<file path="src/msrs_pkg.sv">
`default_nettype none
package msrs_pkg;
	// ==========================================
	// timing
	localparam int unsigned CLK_HZ         = 200_000_000;
	localparam int unsigned CYC_PER_MS     = CLK_HZ / 1000;
	localparam int unsigned PULSE_MIN_MS   = 700;
	localparam int unsigned LOCKOUT_MS     = 3000;
	localparam int unsigned OFF_WAIT_MS    = 5000;
	localparam int unsigned TOGGLE_HOLD_MS = 2000;
	localparam int unsigned PULSE_HOLD_MS  = 1500;
	localparam int unsigned LOCK_HOLD_MS   = 3500;
	localparam int unsigned PULSE_MIN_CYC  = PULSE_MIN_MS * CYC_PER_MS;
	localparam int unsigned LOCKOUT_CYC    = LOCKOUT_MS * CYC_PER_MS;
	// strictly longer than the off time
	localparam int unsigned OFF_WAIT_CYC   = OFF_WAIT_MS * CYC_PER_MS + 1;
	localparam int unsigned TOGGLE_CYC     = TOGGLE_HOLD_MS * CYC_PER_MS;
	localparam int unsigned PULSE_HOLD_CYC = PULSE_HOLD_MS * CYC_PER_MS;
	localparam int unsigned LOCK_HOLD_CYC  = LOCK_HOLD_MS * CYC_PER_MS;
	localparam int unsigned CPU1_RST_CYC   = 16;
	localparam int unsigned OS_SHUT_CYC    = 1000;
	localparam int unsigned OS_BOOT_CYC    = 1000;
	// ==========================================
	// pin positions, device side inputs
	localparam int unsigned DIN_W    = 9;
	localparam int unsigned I_CMD    = 0;
	localparam int unsigned I_PWR    = 1;
	localparam int unsigned I_CPU1   = 2;
	localparam int unsigned I_TOG    = 3;
	localparam int unsigned I_MULTI  = 4;
	localparam int unsigned I_COUPLE = 5;
	localparam int unsigned I_REPORT = 6;
	localparam int unsigned I_ALLSTP = 7;
	localparam int unsigned I_CTRLP  = 8;
	// pin positions, host side inputs
	localparam int unsigned HIN_W    = 6;
	localparam int unsigned HI_DONE  = 0;
	localparam int unsigned HI_IND   = 1;
	localparam int unsigned HI_RSTG  = 2;
	localparam int unsigned HI_PEER  = 3;
	localparam int unsigned HI_STERR = 4;
	localparam int unsigned HI_READY = 5;
	// ==========================================
	// pulse width classes
	localparam logic [1:0] WC_NONE  = 2'h0;
	localparam logic [1:0] WC_SHORT = 2'h1;
	localparam logic [1:0] WC_VALID = 2'h2;
	localparam logic [1:0] WC_LOCK  = 2'h3;
	// ==========================================
	// controller registers
	localparam int unsigned ADDR_W   = 8;
	localparam logic [7:0]  REG_CTRL = 8'h00;
	localparam logic [7:0]  REG_CFG  = 8'h04;
	localparam logic [7:0]  REG_STAT = 8'h08;
	localparam logic [7:0]  REG_MASK = 8'h0C;
	localparam logic [7:0]  REG_LIVE = 8'h10;
	localparam int unsigned CT_SHUT  = 0;
	localparam int unsigned CT_PCYC  = 1;
	localparam int unsigned CT_CPU1  = 2;
	localparam int unsigned CT_TOG   = 3;
	localparam int unsigned CT_LOCK  = 4;
	localparam int unsigned CT_POFF  = 5;
	localparam int unsigned CT_PON   = 6;
	localparam int unsigned CFG_W    = 5;
	localparam int unsigned CF_MULTI = 0;
	localparam int unsigned CF_COUPL = 1;
	localparam int unsigned CF_REPRT = 2;
	localparam int unsigned CF_ALLST = 3;
	localparam int unsigned CF_CTRLP = 4;
	localparam logic [4:0]  CFG_RST  = 5'h00;
	localparam int unsigned STAT_W   = 4;
	localparam int unsigned ST_DONE  = 0;
	localparam int unsigned ST_PEER  = 1;
	localparam int unsigned ST_STERR = 2;
	localparam int unsigned ST_SEQ   = 3;
	localparam int unsigned LV_PWR   = 6;
	localparam int unsigned LV_BUSY  = 7;
	// ==========================================
	// states
	typedef enum logic [5:0] {
		D_OFF  = 6'h01,
		D_BOOT = 6'h02,
		D_RUN  = 6'h04,
		D_SHUT = 6'h08,
		D_DONE = 6'h10,
		D_LOCK = 6'h20
	} msrs_dev_state_t;
	typedef enum logic [5:0] {
		H_IDLE  = 6'h01,
		H_HOLD  = 6'h02,
		H_WAITD = 6'h04,
		H_OFF   = 6'h08,
		H_CPU1  = 6'h10,
		H_TOG   = 6'h20
	} msrs_host_state_t;
endpackage
`default_nettype wire

</file>
<file path="src/msrs_link_if.sv">
`timescale 1ns/10ps
`default_nettype none
interface msrs_link_if;
	logic shutdown_cmd;
	logic power_on;
	logic cpu1_reset;
	logic bus_toggle_reset;
	logic multi_cpu;
	logic reset_coupling_switch;
	logic down_report_switch;
	logic all_stop_sel;
	logic ctrl_present;
	logic shutdown_done;
	logic shutdown_done_indicator;
	logic station_resetting;
	logic peer_down_error;
	logic station_error;
	logic os_ready;
	modport dev (
		input  shutdown_cmd, power_on, cpu1_reset, bus_toggle_reset,
		input  multi_cpu, reset_coupling_switch, down_report_switch,
		input  all_stop_sel, ctrl_present,
		output shutdown_done, shutdown_done_indicator, station_resetting,
		output peer_down_error, station_error, os_ready
	);
	modport host (
		output shutdown_cmd, power_on, cpu1_reset, bus_toggle_reset,
		output multi_cpu, reset_coupling_switch, down_report_switch,
		output all_stop_sel, ctrl_present,
		input  shutdown_done, shutdown_done_indicator, station_resetting,
		input  peer_down_error, station_error, os_ready
	);
endinterface
`default_nettype wire

</file>
<file path="src/msrs_host_end.sv">
`timescale 1ns/10ps
`default_nettype none
module msrs_host_end #(
	parameter int unsigned PULSE_HOLD_CYC = msrs_pkg::PULSE_HOLD_CYC,
	parameter int unsigned LOCK_HOLD_CYC  = msrs_pkg::LOCK_HOLD_CYC,
	parameter int unsigned OFF_WAIT_CYC   = msrs_pkg::OFF_WAIT_CYC,
	parameter int unsigned TOGGLE_CYC     = msrs_pkg::TOGGLE_CYC,
	parameter int unsigned CPU1_RST_CYC   = msrs_pkg::CPU1_RST_CYC
) (
	input  wire logic        i_clk,
	input  wire logic        i_reset,
	input  wire logic [7:0]  i_addr,
	input  wire logic [31:0] i_wdata,
	input  wire logic        i_we,
	input  wire logic        i_re,
	output logic      [31:0] o_rdata,
	output logic             o_irq,
	msrs_link_if.host        link
);
	if (PULSE_HOLD_CYC < 1 || LOCK_HOLD_CYC < 1 || OFF_WAIT_CYC < 1 ||
		TOGGLE_CYC < 1 || CPU1_RST_CYC < 1) begin : g_bad_param
		$error("msrs_host_end: timing parameters must be nonzero");
	end

	// ==========================================
	// state
	typedef struct packed {
		logic [msrs_pkg::HIN_W-1:0]   s1;
		logic [msrs_pkg::HIN_W-1:0]   s2;
		logic [msrs_pkg::HIN_W-1:0]   prev;
		logic [msrs_pkg::CFG_W-1:0]   cfg;
		logic [msrs_pkg::STAT_W-1:0]  stat;
		logic [msrs_pkg::STAT_W-1:0]  mask;
		logic [31:0]                  rdata;
		logic                         irq;
		msrs_pkg::msrs_host_state_t   st;
		logic [31:0]                  cnt;
		logic [31:0]                  offcnt;
		logic                         long_hold;
		logic                         pcyc;
		logic                         restarted;
		logic                         cmd;
		logic                         pwr;
		logic                         cpu1;
		logic                         tog;
	} msrs_host_regs_t;

	localparam msrs_host_regs_t HOST_RST = '{
		st: msrs_pkg::H_IDLE, offcnt: 32'(OFF_WAIT_CYC),
		cfg: msrs_pkg::CFG_RST, default: '0};

	msrs_host_regs_t                q, d;
	logic [msrs_pkg::HIN_W-1:0]     rise;
	logic [msrs_pkg::STAT_W-1:0]    ev;
	logic [msrs_pkg::STAT_W-1:0]    clr;
	logic                           off_ok;
	logic                           ctl_wr;

	// ==========================================
	// next state
	always_comb begin
		d = q;
		d.s1[msrs_pkg::HI_DONE]  = link.shutdown_done;
		d.s1[msrs_pkg::HI_IND]   = link.shutdown_done_indicator;
		d.s1[msrs_pkg::HI_RSTG]  = link.station_resetting;
		d.s1[msrs_pkg::HI_PEER]  = link.peer_down_error;
		d.s1[msrs_pkg::HI_STERR] = link.station_error;
		d.s1[msrs_pkg::HI_READY] = link.os_ready;
		d.s2 = q.s1;
		d.prev = q.s2;
		d.rdata = '0;
		rise = q.s2 & ~q.prev;
		ev = '0;
		clr = '0;
		ev[msrs_pkg::ST_DONE] = rise[msrs_pkg::HI_DONE];
		ev[msrs_pkg::ST_PEER] = rise[msrs_pkg::HI_PEER];
		ev[msrs_pkg::ST_STERR] = rise[msrs_pkg::HI_STERR];
		ctl_wr = i_we && i_addr == msrs_pkg::REG_CTRL;
		// power stays off long enough before it returns
		off_ok = q.offcnt >= OFF_WAIT_CYC;
		if (q.pwr)
			d.offcnt = '0;
		else if (!off_ok)
			d.offcnt = q.offcnt + 32'h1;
		// a ready drop with no indicator is an os restart
		if (q.prev[msrs_pkg::HI_READY] && !q.s2[msrs_pkg::HI_READY] &&
			!q.s2[msrs_pkg::HI_IND] && q.pwr)
			d.restarted = 1'b1;
		case (q.st)
			msrs_pkg::H_IDLE: begin
				d.cnt = '0;
				if (q.cfg[msrs_pkg::CF_MULTI] && !q.cfg[msrs_pkg::CF_COUPL] &&
					q.restarted && q.s2[msrs_pkg::HI_READY]) begin
					d.restarted = 1'b0;
					d.cpu1 = 1'b1;
					d.st = msrs_pkg::H_CPU1;
				end else if (rise[msrs_pkg::HI_STERR]) begin
					d.cpu1 = 1'b1;
					d.st = msrs_pkg::H_CPU1;
				end else if (ctl_wr) begin
					if (i_wdata[msrs_pkg::CT_SHUT] ||
						i_wdata[msrs_pkg::CT_PCYC] ||
						i_wdata[msrs_pkg::CT_LOCK]) begin
						d.cmd = 1'b1;
						d.pcyc = i_wdata[msrs_pkg::CT_PCYC];
						d.long_hold = i_wdata[msrs_pkg::CT_LOCK];
						d.st = msrs_pkg::H_HOLD;
					end else if (i_wdata[msrs_pkg::CT_CPU1] ||
						(i_wdata[msrs_pkg::CT_TOG] &&
						q.cfg[msrs_pkg::CF_MULTI])) begin
						d.cpu1 = 1'b1;
						d.st = msrs_pkg::H_CPU1;
					end else if (i_wdata[msrs_pkg::CT_TOG]) begin
						d.tog = 1'b1;
						d.st = msrs_pkg::H_TOG;
					end else if (i_wdata[msrs_pkg::CT_POFF]) begin
						d.pwr = 1'b0;
					end else if (i_wdata[msrs_pkg::CT_PON] && off_ok) begin
						d.pwr = 1'b1;
					end
				end
			end
			msrs_pkg::H_HOLD: begin
				d.cnt = q.cnt + 32'h1;
				if (q.cnt == (q.long_hold ? LOCK_HOLD_CYC - 1 :
					PULSE_HOLD_CYC - 1)) begin
					d.cmd = 1'b0;
					d.cnt = '0;
					d.st = q.pcyc ? msrs_pkg::H_WAITD : msrs_pkg::H_IDLE;
					ev[msrs_pkg::ST_SEQ] = !q.pcyc;
				end
			end
			msrs_pkg::H_WAITD: begin
				if (q.s2[msrs_pkg::HI_DONE]) begin
					d.pwr = 1'b0;
					d.st = msrs_pkg::H_OFF;
				end
			end
			msrs_pkg::H_OFF: begin
				if (off_ok) begin
					d.pwr = 1'b1;
					d.st = msrs_pkg::H_IDLE;
					ev[msrs_pkg::ST_SEQ] = 1'b1;
				end
			end
			msrs_pkg::H_CPU1: begin
				d.cnt = q.cnt + 32'h1;
				if (q.cnt == CPU1_RST_CYC - 1) begin
					d.cpu1 = 1'b0;
					d.st = msrs_pkg::H_IDLE;
					ev[msrs_pkg::ST_SEQ] = 1'b1;
				end
			end
			msrs_pkg::H_TOG: begin
				d.cnt = q.cnt + 32'h1;
				if (q.cnt == TOGGLE_CYC - 1) begin
					d.tog = 1'b0;
					d.st = msrs_pkg::H_IDLE;
					ev[msrs_pkg::ST_SEQ] = 1'b1;
				end
			end
			default: begin
				d.st = msrs_pkg::H_IDLE;
			end
		endcase
		// ==========================================
		// register port
		if (i_we) begin
			case (i_addr)
				msrs_pkg::REG_CFG:  d.cfg = i_wdata[msrs_pkg::CFG_W-1:0];
				msrs_pkg::REG_MASK: d.mask = i_wdata[msrs_pkg::STAT_W-1:0];
				msrs_pkg::REG_STAT: clr = i_wdata[msrs_pkg::STAT_W-1:0];
				default: ;
			endcase
		end
		// a new event beats a clear in the same cycle
		d.stat = (q.stat & ~clr) | ev;
		d.irq = |(d.stat & d.mask);
		if (i_re) begin
			case (i_addr)
				msrs_pkg::REG_CFG:  d.rdata = 32'(q.cfg);
				msrs_pkg::REG_STAT: d.rdata = 32'(q.stat);
				msrs_pkg::REG_MASK: d.rdata = 32'(q.mask);
				msrs_pkg::REG_LIVE: begin
					d.rdata = 32'(q.s2);
					d.rdata[msrs_pkg::LV_PWR] = q.pwr;
					d.rdata[msrs_pkg::LV_BUSY] = q.st != msrs_pkg::H_IDLE;
				end
				default: d.rdata = '0;
			endcase
		end
	end

	always_ff @(posedge i_clk) begin
		if (i_reset)
			q <= HOST_RST;
		else
			q <= d;
	end

	// ==========================================
	// outputs
	assign o_rdata = q.rdata;
	assign o_irq = q.irq;
	assign link.shutdown_cmd = q.cmd;
	assign link.power_on = q.pwr;
	assign link.cpu1_reset = q.cpu1;
	assign link.bus_toggle_reset = q.tog;
	assign link.multi_cpu = q.cfg[msrs_pkg::CF_MULTI];
	assign link.reset_coupling_switch = q.cfg[msrs_pkg::CF_COUPL];
	assign link.down_report_switch = q.cfg[msrs_pkg::CF_REPRT];
	assign link.all_stop_sel = q.cfg[msrs_pkg::CF_ALLST];
	assign link.ctrl_present = q.cfg[msrs_pkg::CF_CTRLP];
endmodule // msrs_host_end
`default_nettype wire

</file>
<file path="src/flat_wrapper.sv">
// flat-port wrapper written by rule: the top's interface ports become plain ports
module msrs_host_end_flat 
#(
	parameter int unsigned PULSE_HOLD_CYC = msrs_pkg::PULSE_HOLD_CYC,
	parameter int unsigned LOCK_HOLD_CYC  = msrs_pkg::LOCK_HOLD_CYC,
	parameter int unsigned OFF_WAIT_CYC   = msrs_pkg::OFF_WAIT_CYC,
	parameter int unsigned TOGGLE_CYC     = msrs_pkg::TOGGLE_CYC,
	parameter int unsigned CPU1_RST_CYC   = msrs_pkg::CPU1_RST_CYC
)
  (i_clk, i_reset, i_addr, i_wdata, i_we, i_re, o_rdata, o_irq, link_shutdown_cmd, link_power_on, link_cpu1_reset, link_bus_toggle_reset, link_multi_cpu, link_reset_coupling_switch, link_down_report_switch, link_all_stop_sel, link_ctrl_present, link_shutdown_done, link_shutdown_done_indicator, link_station_resetting, link_peer_down_error, link_station_error, link_os_ready);
  msrs_link_if link_i ();
  input  wire logic i_clk;
  input  wire logic i_reset;
  input  wire logic [7:0] i_addr;
  input  wire logic [31:0] i_wdata;
  input  wire logic i_we;
  input  wire logic i_re;
  output logic      [31:0] o_rdata;
  output logic o_irq;
  output wire logic [$bits(link_i.shutdown_cmd)-1:0] link_shutdown_cmd;
  output wire logic [$bits(link_i.power_on)-1:0] link_power_on;
  output wire logic [$bits(link_i.cpu1_reset)-1:0] link_cpu1_reset;
  output wire logic [$bits(link_i.bus_toggle_reset)-1:0] link_bus_toggle_reset;
  output wire logic [$bits(link_i.multi_cpu)-1:0] link_multi_cpu;
  output wire logic [$bits(link_i.reset_coupling_switch)-1:0] link_reset_coupling_switch;
  output wire logic [$bits(link_i.down_report_switch)-1:0] link_down_report_switch;
  output wire logic [$bits(link_i.all_stop_sel)-1:0] link_all_stop_sel;
  output wire logic [$bits(link_i.ctrl_present)-1:0] link_ctrl_present;
  input wire logic [$bits(link_i.shutdown_done)-1:0] link_shutdown_done;
  input wire logic [$bits(link_i.shutdown_done_indicator)-1:0] link_shutdown_done_indicator;
  input wire logic [$bits(link_i.station_resetting)-1:0] link_station_resetting;
  input wire logic [$bits(link_i.peer_down_error)-1:0] link_peer_down_error;
  input wire logic [$bits(link_i.station_error)-1:0] link_station_error;
  input wire logic [$bits(link_i.os_ready)-1:0] link_os_ready;
  assign link_shutdown_cmd = link_i.shutdown_cmd;
  assign link_power_on = link_i.power_on;
  assign link_cpu1_reset = link_i.cpu1_reset;
  assign link_bus_toggle_reset = link_i.bus_toggle_reset;
  assign link_multi_cpu = link_i.multi_cpu;
  assign link_reset_coupling_switch = link_i.reset_coupling_switch;
  assign link_down_report_switch = link_i.down_report_switch;
  assign link_all_stop_sel = link_i.all_stop_sel;
  assign link_ctrl_present = link_i.ctrl_present;
  assign link_i.shutdown_done = link_shutdown_done;
  assign link_i.shutdown_done_indicator = link_shutdown_done_indicator;
  assign link_i.station_resetting = link_station_resetting;
  assign link_i.peer_down_error = link_peer_down_error;
  assign link_i.station_error = link_station_error;
  assign link_i.os_ready = link_os_ready;
  msrs_host_end #(.PULSE_HOLD_CYC(PULSE_HOLD_CYC), .LOCK_HOLD_CYC(LOCK_HOLD_CYC), .OFF_WAIT_CYC(OFF_WAIT_CYC), .TOGGLE_CYC(TOGGLE_CYC), .CPU1_RST_CYC(CPU1_RST_CYC)) u_core (.i_clk(i_clk), .i_reset(i_reset), .i_addr(i_addr), .i_wdata(i_wdata), .i_we(i_we), .i_re(i_re), .o_rdata(o_rdata), .o_irq(o_irq), .link(link_i));
endmodule
</file>
<file path="config.mk">
export PLATFORM = sky130hd
export DESIGN_NAME = msrs_host_end_flat
export DESIGN_NICKNAME = d
export VERILOG_FILES = /design/src/msrs_pkg.sv /design/src/msrs_link_if.sv /design/src/msrs_host_end.sv /design/src/flat_wrapper.sv
export SDC_FILE = /design/constraint.sdc
export NUM_CORES = 1
export LEC_CHECK = 0
export ABC_AREA = 1
export BUFFER_PORTS_ARGS = -buffer_cell sky130_fd_sc_hd__buf_2
export CAP_MARGIN = 20
export CORE_UTILIZATION = 35
export CTS_CLUSTER_DIAMETER = 100
export DETAILED_ROUTE_END_ITERATION = 8
export PLACE_DENSITY = 0.54
export SETUP_SLACK_MARGIN = 0.15
export SYNTH_ARGS = -nofsm -noshare
export SYNTH_HDL_FRONTEND = slang
export SYNTH_SLANG_ARGS = --single-unit
</file>
<file path="constraint.sdc">
create_clock -name i_clk -period 1.92 [get_ports i_clk]
set_input_delay 0.096 -clock i_clk [delete_from_list [all_inputs] [get_ports i_clk]]
set_output_delay 0.096 -clock i_clk [all_outputs]
set_load 0.03 [all_outputs]
</file>
# [After elaboration in Yosys (flattened, before gate mapping)]
# Cells that the tools add are included.
[word_totals] out_inout_bits=42 wordCells=152 input_bits=50 register_bits=141
[op_classes] n_lt_le_gt_ge=1 eq_ne=33 n_bitwise=9 muxes=55 n_reduce_logical=33 add_sub_neg=2
[op_table] op="32-bit one-hot mux with 3 select lines" n=1
[op_table] op="30-bit two-way mux" n=3
[op_table] op="32-bit by 1-bit adder with 32-bit output (second input constant)" n=2
[op_table] op="6-bit two-way mux" n=10
[op_table] op="38-bit two-way mux" n=1
[op_table] op="6-bit one-hot mux with 6 select lines" n=1
[op_table] op="32-bit by 29-bit equality test with 1-bit output (second input constant)" n=1
[op_table] op="32-bit equality test" n=1
[op_table] op="32-bit by 4-bit equality test with 1-bit output (second input constant)" n=1
[op_table] op="32-bit by 30-bit >= comparator with 1-bit output (second input constant)" n=1
[op_table] op="8-bit one-hot mux with 4 select lines" n=1
[op_table] op="1-bit two-way mux" n=24
[op_table] op="4-bit two-way mux" n=5
[op_table] op="8-bit by 4-bit equality test with 1-bit output (second input constant)" n=2
[op_table] op="2-bit by 1-bit inequality test with 1-bit output (second input constant)" n=8
[op_table] op="2-bit inequality test (second input constant)" n=6
[op_table] op="10-bit AND reduction" n=1
[op_table] op="5-bit AND reduction" n=2
[op_table] op="1-bit logical AND" n=9
[op_table] op="4-bit bitwise AND" n=2
[op_table] op="8-bit by 3-bit equality test with 1-bit output (second input constant)" n=1
[op_table] op="8-bit by 5-bit equality test with 1-bit output (second input constant)" n=1
[op_table] op="8-bit zero test" n=1
[op_table] op="4-bit by 1-bit inequality test with 1-bit output (second input constant)" n=2
[op_table] op="other kinds (30)" n=46

# [Depth between registers and ports, before layout]
[depth] depth_word=11 ltp_mapped=17 mapped_depth_nobuf=17

# [Worst setup path after synthesis]
# No wires, ideal clock.
[synth_timing] kind="reg-to-reg" from="register u_core.q (netlist bit u_core.link.multi_cpu)" to="register u_core.q[76] in the netlist's numbering" synth_period_minus_slack_ns=1.681 setup_slack_ns=0.239 setup_time_ns=0.115 arrival_time_ns=1.566 path_stages_with_launch=12 t_required_ns=1.805 path_cell_list="dfxtp_1 -> inv_1 -> nor3_2 -> inv_1 -> nand2_1 -> inv_1 -> nand3_1 -> o21ai_1 -> nor2_1 -> nand3_1 -> nand2_1 -> nor2_1"
[synth_via] elab_chain_len=8 elab_cells_between_ends=14 cone_classes="eq/ne: 2; mux: 6; reduce/logical: 6"
[synth_lines] element="from (decl)" line_no="msrs_host_end.sv:52" source="msrs_host_regs_t q, d;"
[synth_lines] element="from (signal assigned)" line_no="msrs_host_end.sv:196" source="q <= HOST_RST;"
[synth_lines] element="from (signal assigned)" line_no="msrs_host_end.sv:198" source="q <= d;"
[synth_lines] element="1-bit logical AND" line_no="msrs_host_end.sv:109" source="(i_wdata[msrs_pkg::CT_TOG] &&"
[synth_lines] element="1-bit logical OR" line_no="msrs_host_end.sv:108" source="end else if (i_wdata[msrs_pkg::CT_CPU1] ||"
[synth_lines] element="6-bit two-way mux" line_no="msrs_host_end.sv:108"
[synth_lines] element="6-bit two-way mux" line_no="msrs_host_end.sv:101" source="if (i_wdata[msrs_pkg::CT_SHUT] ||"
[synth_lines] element="6-bit two-way mux" line_no="msrs_host_end.sv:100" source="end else if (ctl_wr) begin"
[synth_lines] element="6-bit two-way mux" line_no="msrs_host_end.sv:97" source="end else if (rise[msrs_pkg::HI_STERR]) begin"
[synth_lines] element="6-bit two-way mux" line_no="msrs_host_end.sv:92" source="if (q.cfg[msrs_pkg::CF_MULTI] && !q.cfg[msrs_pkg::CF_COUPL] &&"
[synth_lines] element="6-bit one-hot mux with 6 select lines" line_no="msrs_host_end.sv:89" source="case (q.st)"
# Several ways; a longest one is shown, not always the timed one. The select of a mux whose other input is x is not followed.
# A chain may end at the register's enable or synchronous reset.

# [Worst setup path after layout]
[layout_timing] from="register u_core.q[39] in the netlist's numbering" to="register u_core.q[57] in the netlist's numbering"
[layout_via] elab_chain_len=3 elab_cells_between_ends=4 cone_classes="add/sub: 1; eq/ne: 1; mux: 2"
[layout_lines] element="32-bit by 1-bit adder with 32-bit output / 32-bit equality test (equally long branches)"
[layout_lines] element="38-bit two-way mux" line_no="msrs_host_end.sv:125" source="if (q.cnt == (q.long_hold ? LOCK_HOLD_CYC - 1 :"
[layout_lines] element="32-bit one-hot mux with 3 select lines *" line_no="msrs_host_end.sv:89"
# Mark *: on every way between the ends. The rest lies on a longest branch, timed or not. The select of a mux whose other input is x is not followed.

==> flow_metrics.py <==
metrics = {
    "outcome": {
        "status": "completed",
    },
    "die": {
        "rows": 50,
        "die_area_um2": 20080,
        "start_util": 0.3615,
        "design.core.area_um2": 18890,
        "die_y_um": 141.7,
        "die_w_um": 141.7,
        "ios": 92,
    },
    "timing": {
        "fin_crit_sh": 0.9498,
        "setup_ws_ns": 0.09632,
        "rsz0062_at_grt": "yes",
        "fmax_ghz": 0.5483,
        "setup_viol": 0,
        "period_minus_slack_ns": 1.824,
        "report.final.slew_viol_count": 0,
        "fin_worst_skew_ns": 0.01191,
        "hold_viol_final": 0,
    },
    "yosys": {
        "ys_seq_area_frac": 0.3371,
        "yosysTopAreaCell": "dfxtp_1",
        "synthesis.area_um2": 6830,
        "yosysUniqueCellTypes": 49,
        "syn_inst": 1026,
        "synthTopCellsByArea": "dfxtp_1 34%, nand2_1 11%, nor2_1 7.9%",
        "synth-async-reset-ratio": 0,
        "postSynthAreaPerCell_um2": 6.657,
        "yosys_warnings": 0,
        "ys_seq_elements": 115,
        "synth_edf_count": 0,
        "synth_top_area_share": 0.3371,
        "synth_ff_type": "dfxtp_1",
    },
    "placement": {
        "post_dp_cell_area_um2": 7448,
        "detailed_place_hpwl_um": 13740,
        "dpl_worst_slack_ns": -0.01074,
        "portBuffers": 42,
        "gp_congestion": 0.8639,
    },
    "run": {
        "drv_cap": 0,
    },
    "routing": {
        "routedWlPerCell_um": 13.66,
        "ant_nets": 0,
        "via_per_inst": 4.836,
        "dr.first_iter.drc_count": 483,
        "route.detailed.drc": 0,
        "drtPass1Iterations": 5,
        "vias": 6829,
        "routed_wl_um": 19290,
    },
    "power_and_ir_drop": {
        "power_mw": 8.533,
        "power.leakage_nw": 3.856,
        "p_per_area_nw_per_um2": 947.4,
        "vdd_drop_max_mv": 0.6403,
    },
    "global_routing": {
        "grt_start_max_net_pins": 41,
        "antenna_found_initial": 0,
        "track_usage": 0.1973,
        "grt_pass1_vias": 6271,
        "gr-total-overflow": 0,
        "grt_pass1_wl_um": 31230,
    },
    "layout": {
        "area_growth_pct": 31.86,
        "postLayoutCellArea_um2": 9006,
        "regMostFlops": "u_core.q",
        "fillers": 1907,
        "seqCellArea_um2": 2370,
        "drive_above_1_share": 0.2986,
        "largest_reg_flops": 85,
        "nets": 1193,
        "mostFrequentLayoutCell": "nand2_1",
        "antennaDiodeCount": 0,
        "multi_input_area_um2": 4140,
        "most-common-layout-cells": "188 x nand2_1, 126 x inv_1, 122 x nor2_1, 77 x dfxtp_1, 62 x nand3_1",
    },
    "clocking": {
        "cts_max_level": 4,
        "cts_buffers": 17,
        "clockBufferDepth": 2,
        "clk_latency_ns": 0.42,
        "path_clk_slew_ns": 0.06,
        "root_buffer": "clkbuf_16",
        "clock_sinks": 115,
        "tritoncts": "yes",
    },
    "worst_setup_path": {
        "crit_fanout": 4,
        "cp-end-kind": "flip-flop",
        "crit_type": "reg2reg",
        "start_kind": "flip-flop",
        "cp_data_required_time_ns": 2.23,
        "critPathArrivalTime_ns": 2.13,
    },
    "min_path": {
        "hp-class": "in2reg",
    },
}
==> metrics by stage <==
step | utilization | TNS [ns] | hold WS, ns | std cells
after floorplan | - | 0 | 0.2030 | 1049
after global placement | 0.3942 | 0 | 0.2952 | 1345
after detailed placement | 0.3942 | -0.01169 | 0.3019 | 1345
after CTS | 0.4469 | 0 | 0.004505 | 1402
after global routing | 0.4767 | -0.02770 | 0.04544 | 1412
final | 0.4767 | 0 | 0.01048 | 1412
==> where the power goes <==
| group | internal, mW | total, mW | leakage (nW) | switching [mW] |
|---|---|---|---|---|
| clock | 2.08 | 3.37 | 0.303 | 1.29 |
| sequential | 2.57 | 2.75 | 0.948 | 0.174 |
| combinational | 0.968 | 2.42 | 2.60 | 1.45 |
| total | 5.62 | 8.53 | 3.86 | 2.91 |
==> routing by layer <==
| layer | vias up | global-route usage | wire length, µm |
|---|---|---|---|
| met1 | 3142 | 0.2660 | 9070 |
| met3 | 27 | 0.03679 | 816 |
| li1 | 3487 | - | - |
| met5 | - | 0 | 0 |
| met4 | 0 | 0.07470 | 327 |
| met2 | 173 | 0.3114 | 9073 |
==> synthesized netlist by cell type, types with 2 or more instances <==
cell type,n
xor2_1,22
inv_1,136
nand2_2,8
buf_2,7
nand2_4,2
nand2_1,202
nand3_1,69
nor3_2,14
and3_1,3
nand3_4,2
clkinv_1,4
a21oi_1,49
o22ai_1,6
inv_2,14
nor2_1,144
dfxtp_1,115
buf_4,35
nor2_4,3
o221ai_1,2
o21a_1,3
nor2_2,13
o211ai_1,8
xnor2_1,2
nor4_1,7
ha_1,4
nor3b_2,2
clkbuf_1,8
a211oi_1,6
nor3_1,42
buf_6,5
o21ai_0,29
o21ai_1,9
nand4_2,2
nand4_1,31
a21oi_2,2
nor3b_1,3
==> repair_timing <==
action | in CTS | in global routing
hold buffers | 10 | 0
pin swaps | 12 | 39
hold endpoints to repair | 11 | 0
setup buffers | 13 | 10
cloned | 2 | 0
gates resized for setup | 45 | 147
setup endpoints to repair | 54 | 71
==> worst paths after layout <==
| kind | cells past startpoint | slack [ns] | from | end |
|---|---|---|---|---|
| hold / removal | 4 | 0.01 | i_reset | u_core.o_irq$_SDFF_PP0_ |
| hold reg to reg | 2 | 0.40 | u_core.d[132]$_SDFF_PP0_ | u_core.d[126]$_SDFF_PP0_ |
| setup / recovery | 12 | 0.1 | u_core.q[39]$_SDFFE_PP0P_ | u_core.q[57]$_SDFFE_PP0P_ |
| setup reg to reg | 12 | 0.1 | u_core.q[39]$_SDFFE_PP0P_ | u_core.q[57]$_SDFFE_PP0P_ |
==> critical path, cell delays in order (launching register included) <==
cell and delay [ns]:
dfxtp_4 0.37, ha_4 0.16, nand2_4 0.05, inv_2 0.06, nand4_1 0.14, nor2_1 0.16, nand3_2 0.10, a21oi_2 0.19
nand2_2 0.08, nand2_4 0.12, buf_6 0.14, buf_6 0.11, nor2_1 0.03
==> area by class of cell <==
type	instances	share of cell area
Inverter	155	0.06766
Tap cell	260	0.03612
Clock inverter	15	0.02167
Timing Repair Buffer	125	0.1045
Sequential cell	115	0.2631
Clock buffer	17	0.04724
Multi-Input combinational cell	725	0.4597
==> kinds of logic after synthesis <==
group,share of synthesized area
simple gates,0.3843
buf+inv,0.1421
compound gates,0.09782
flops,0.3371
xor+xnor,0.03077
fa+ha+maj,0.007328
other cells,0.0005490
No activity file was read; power rests on OpenSTA's default activity.
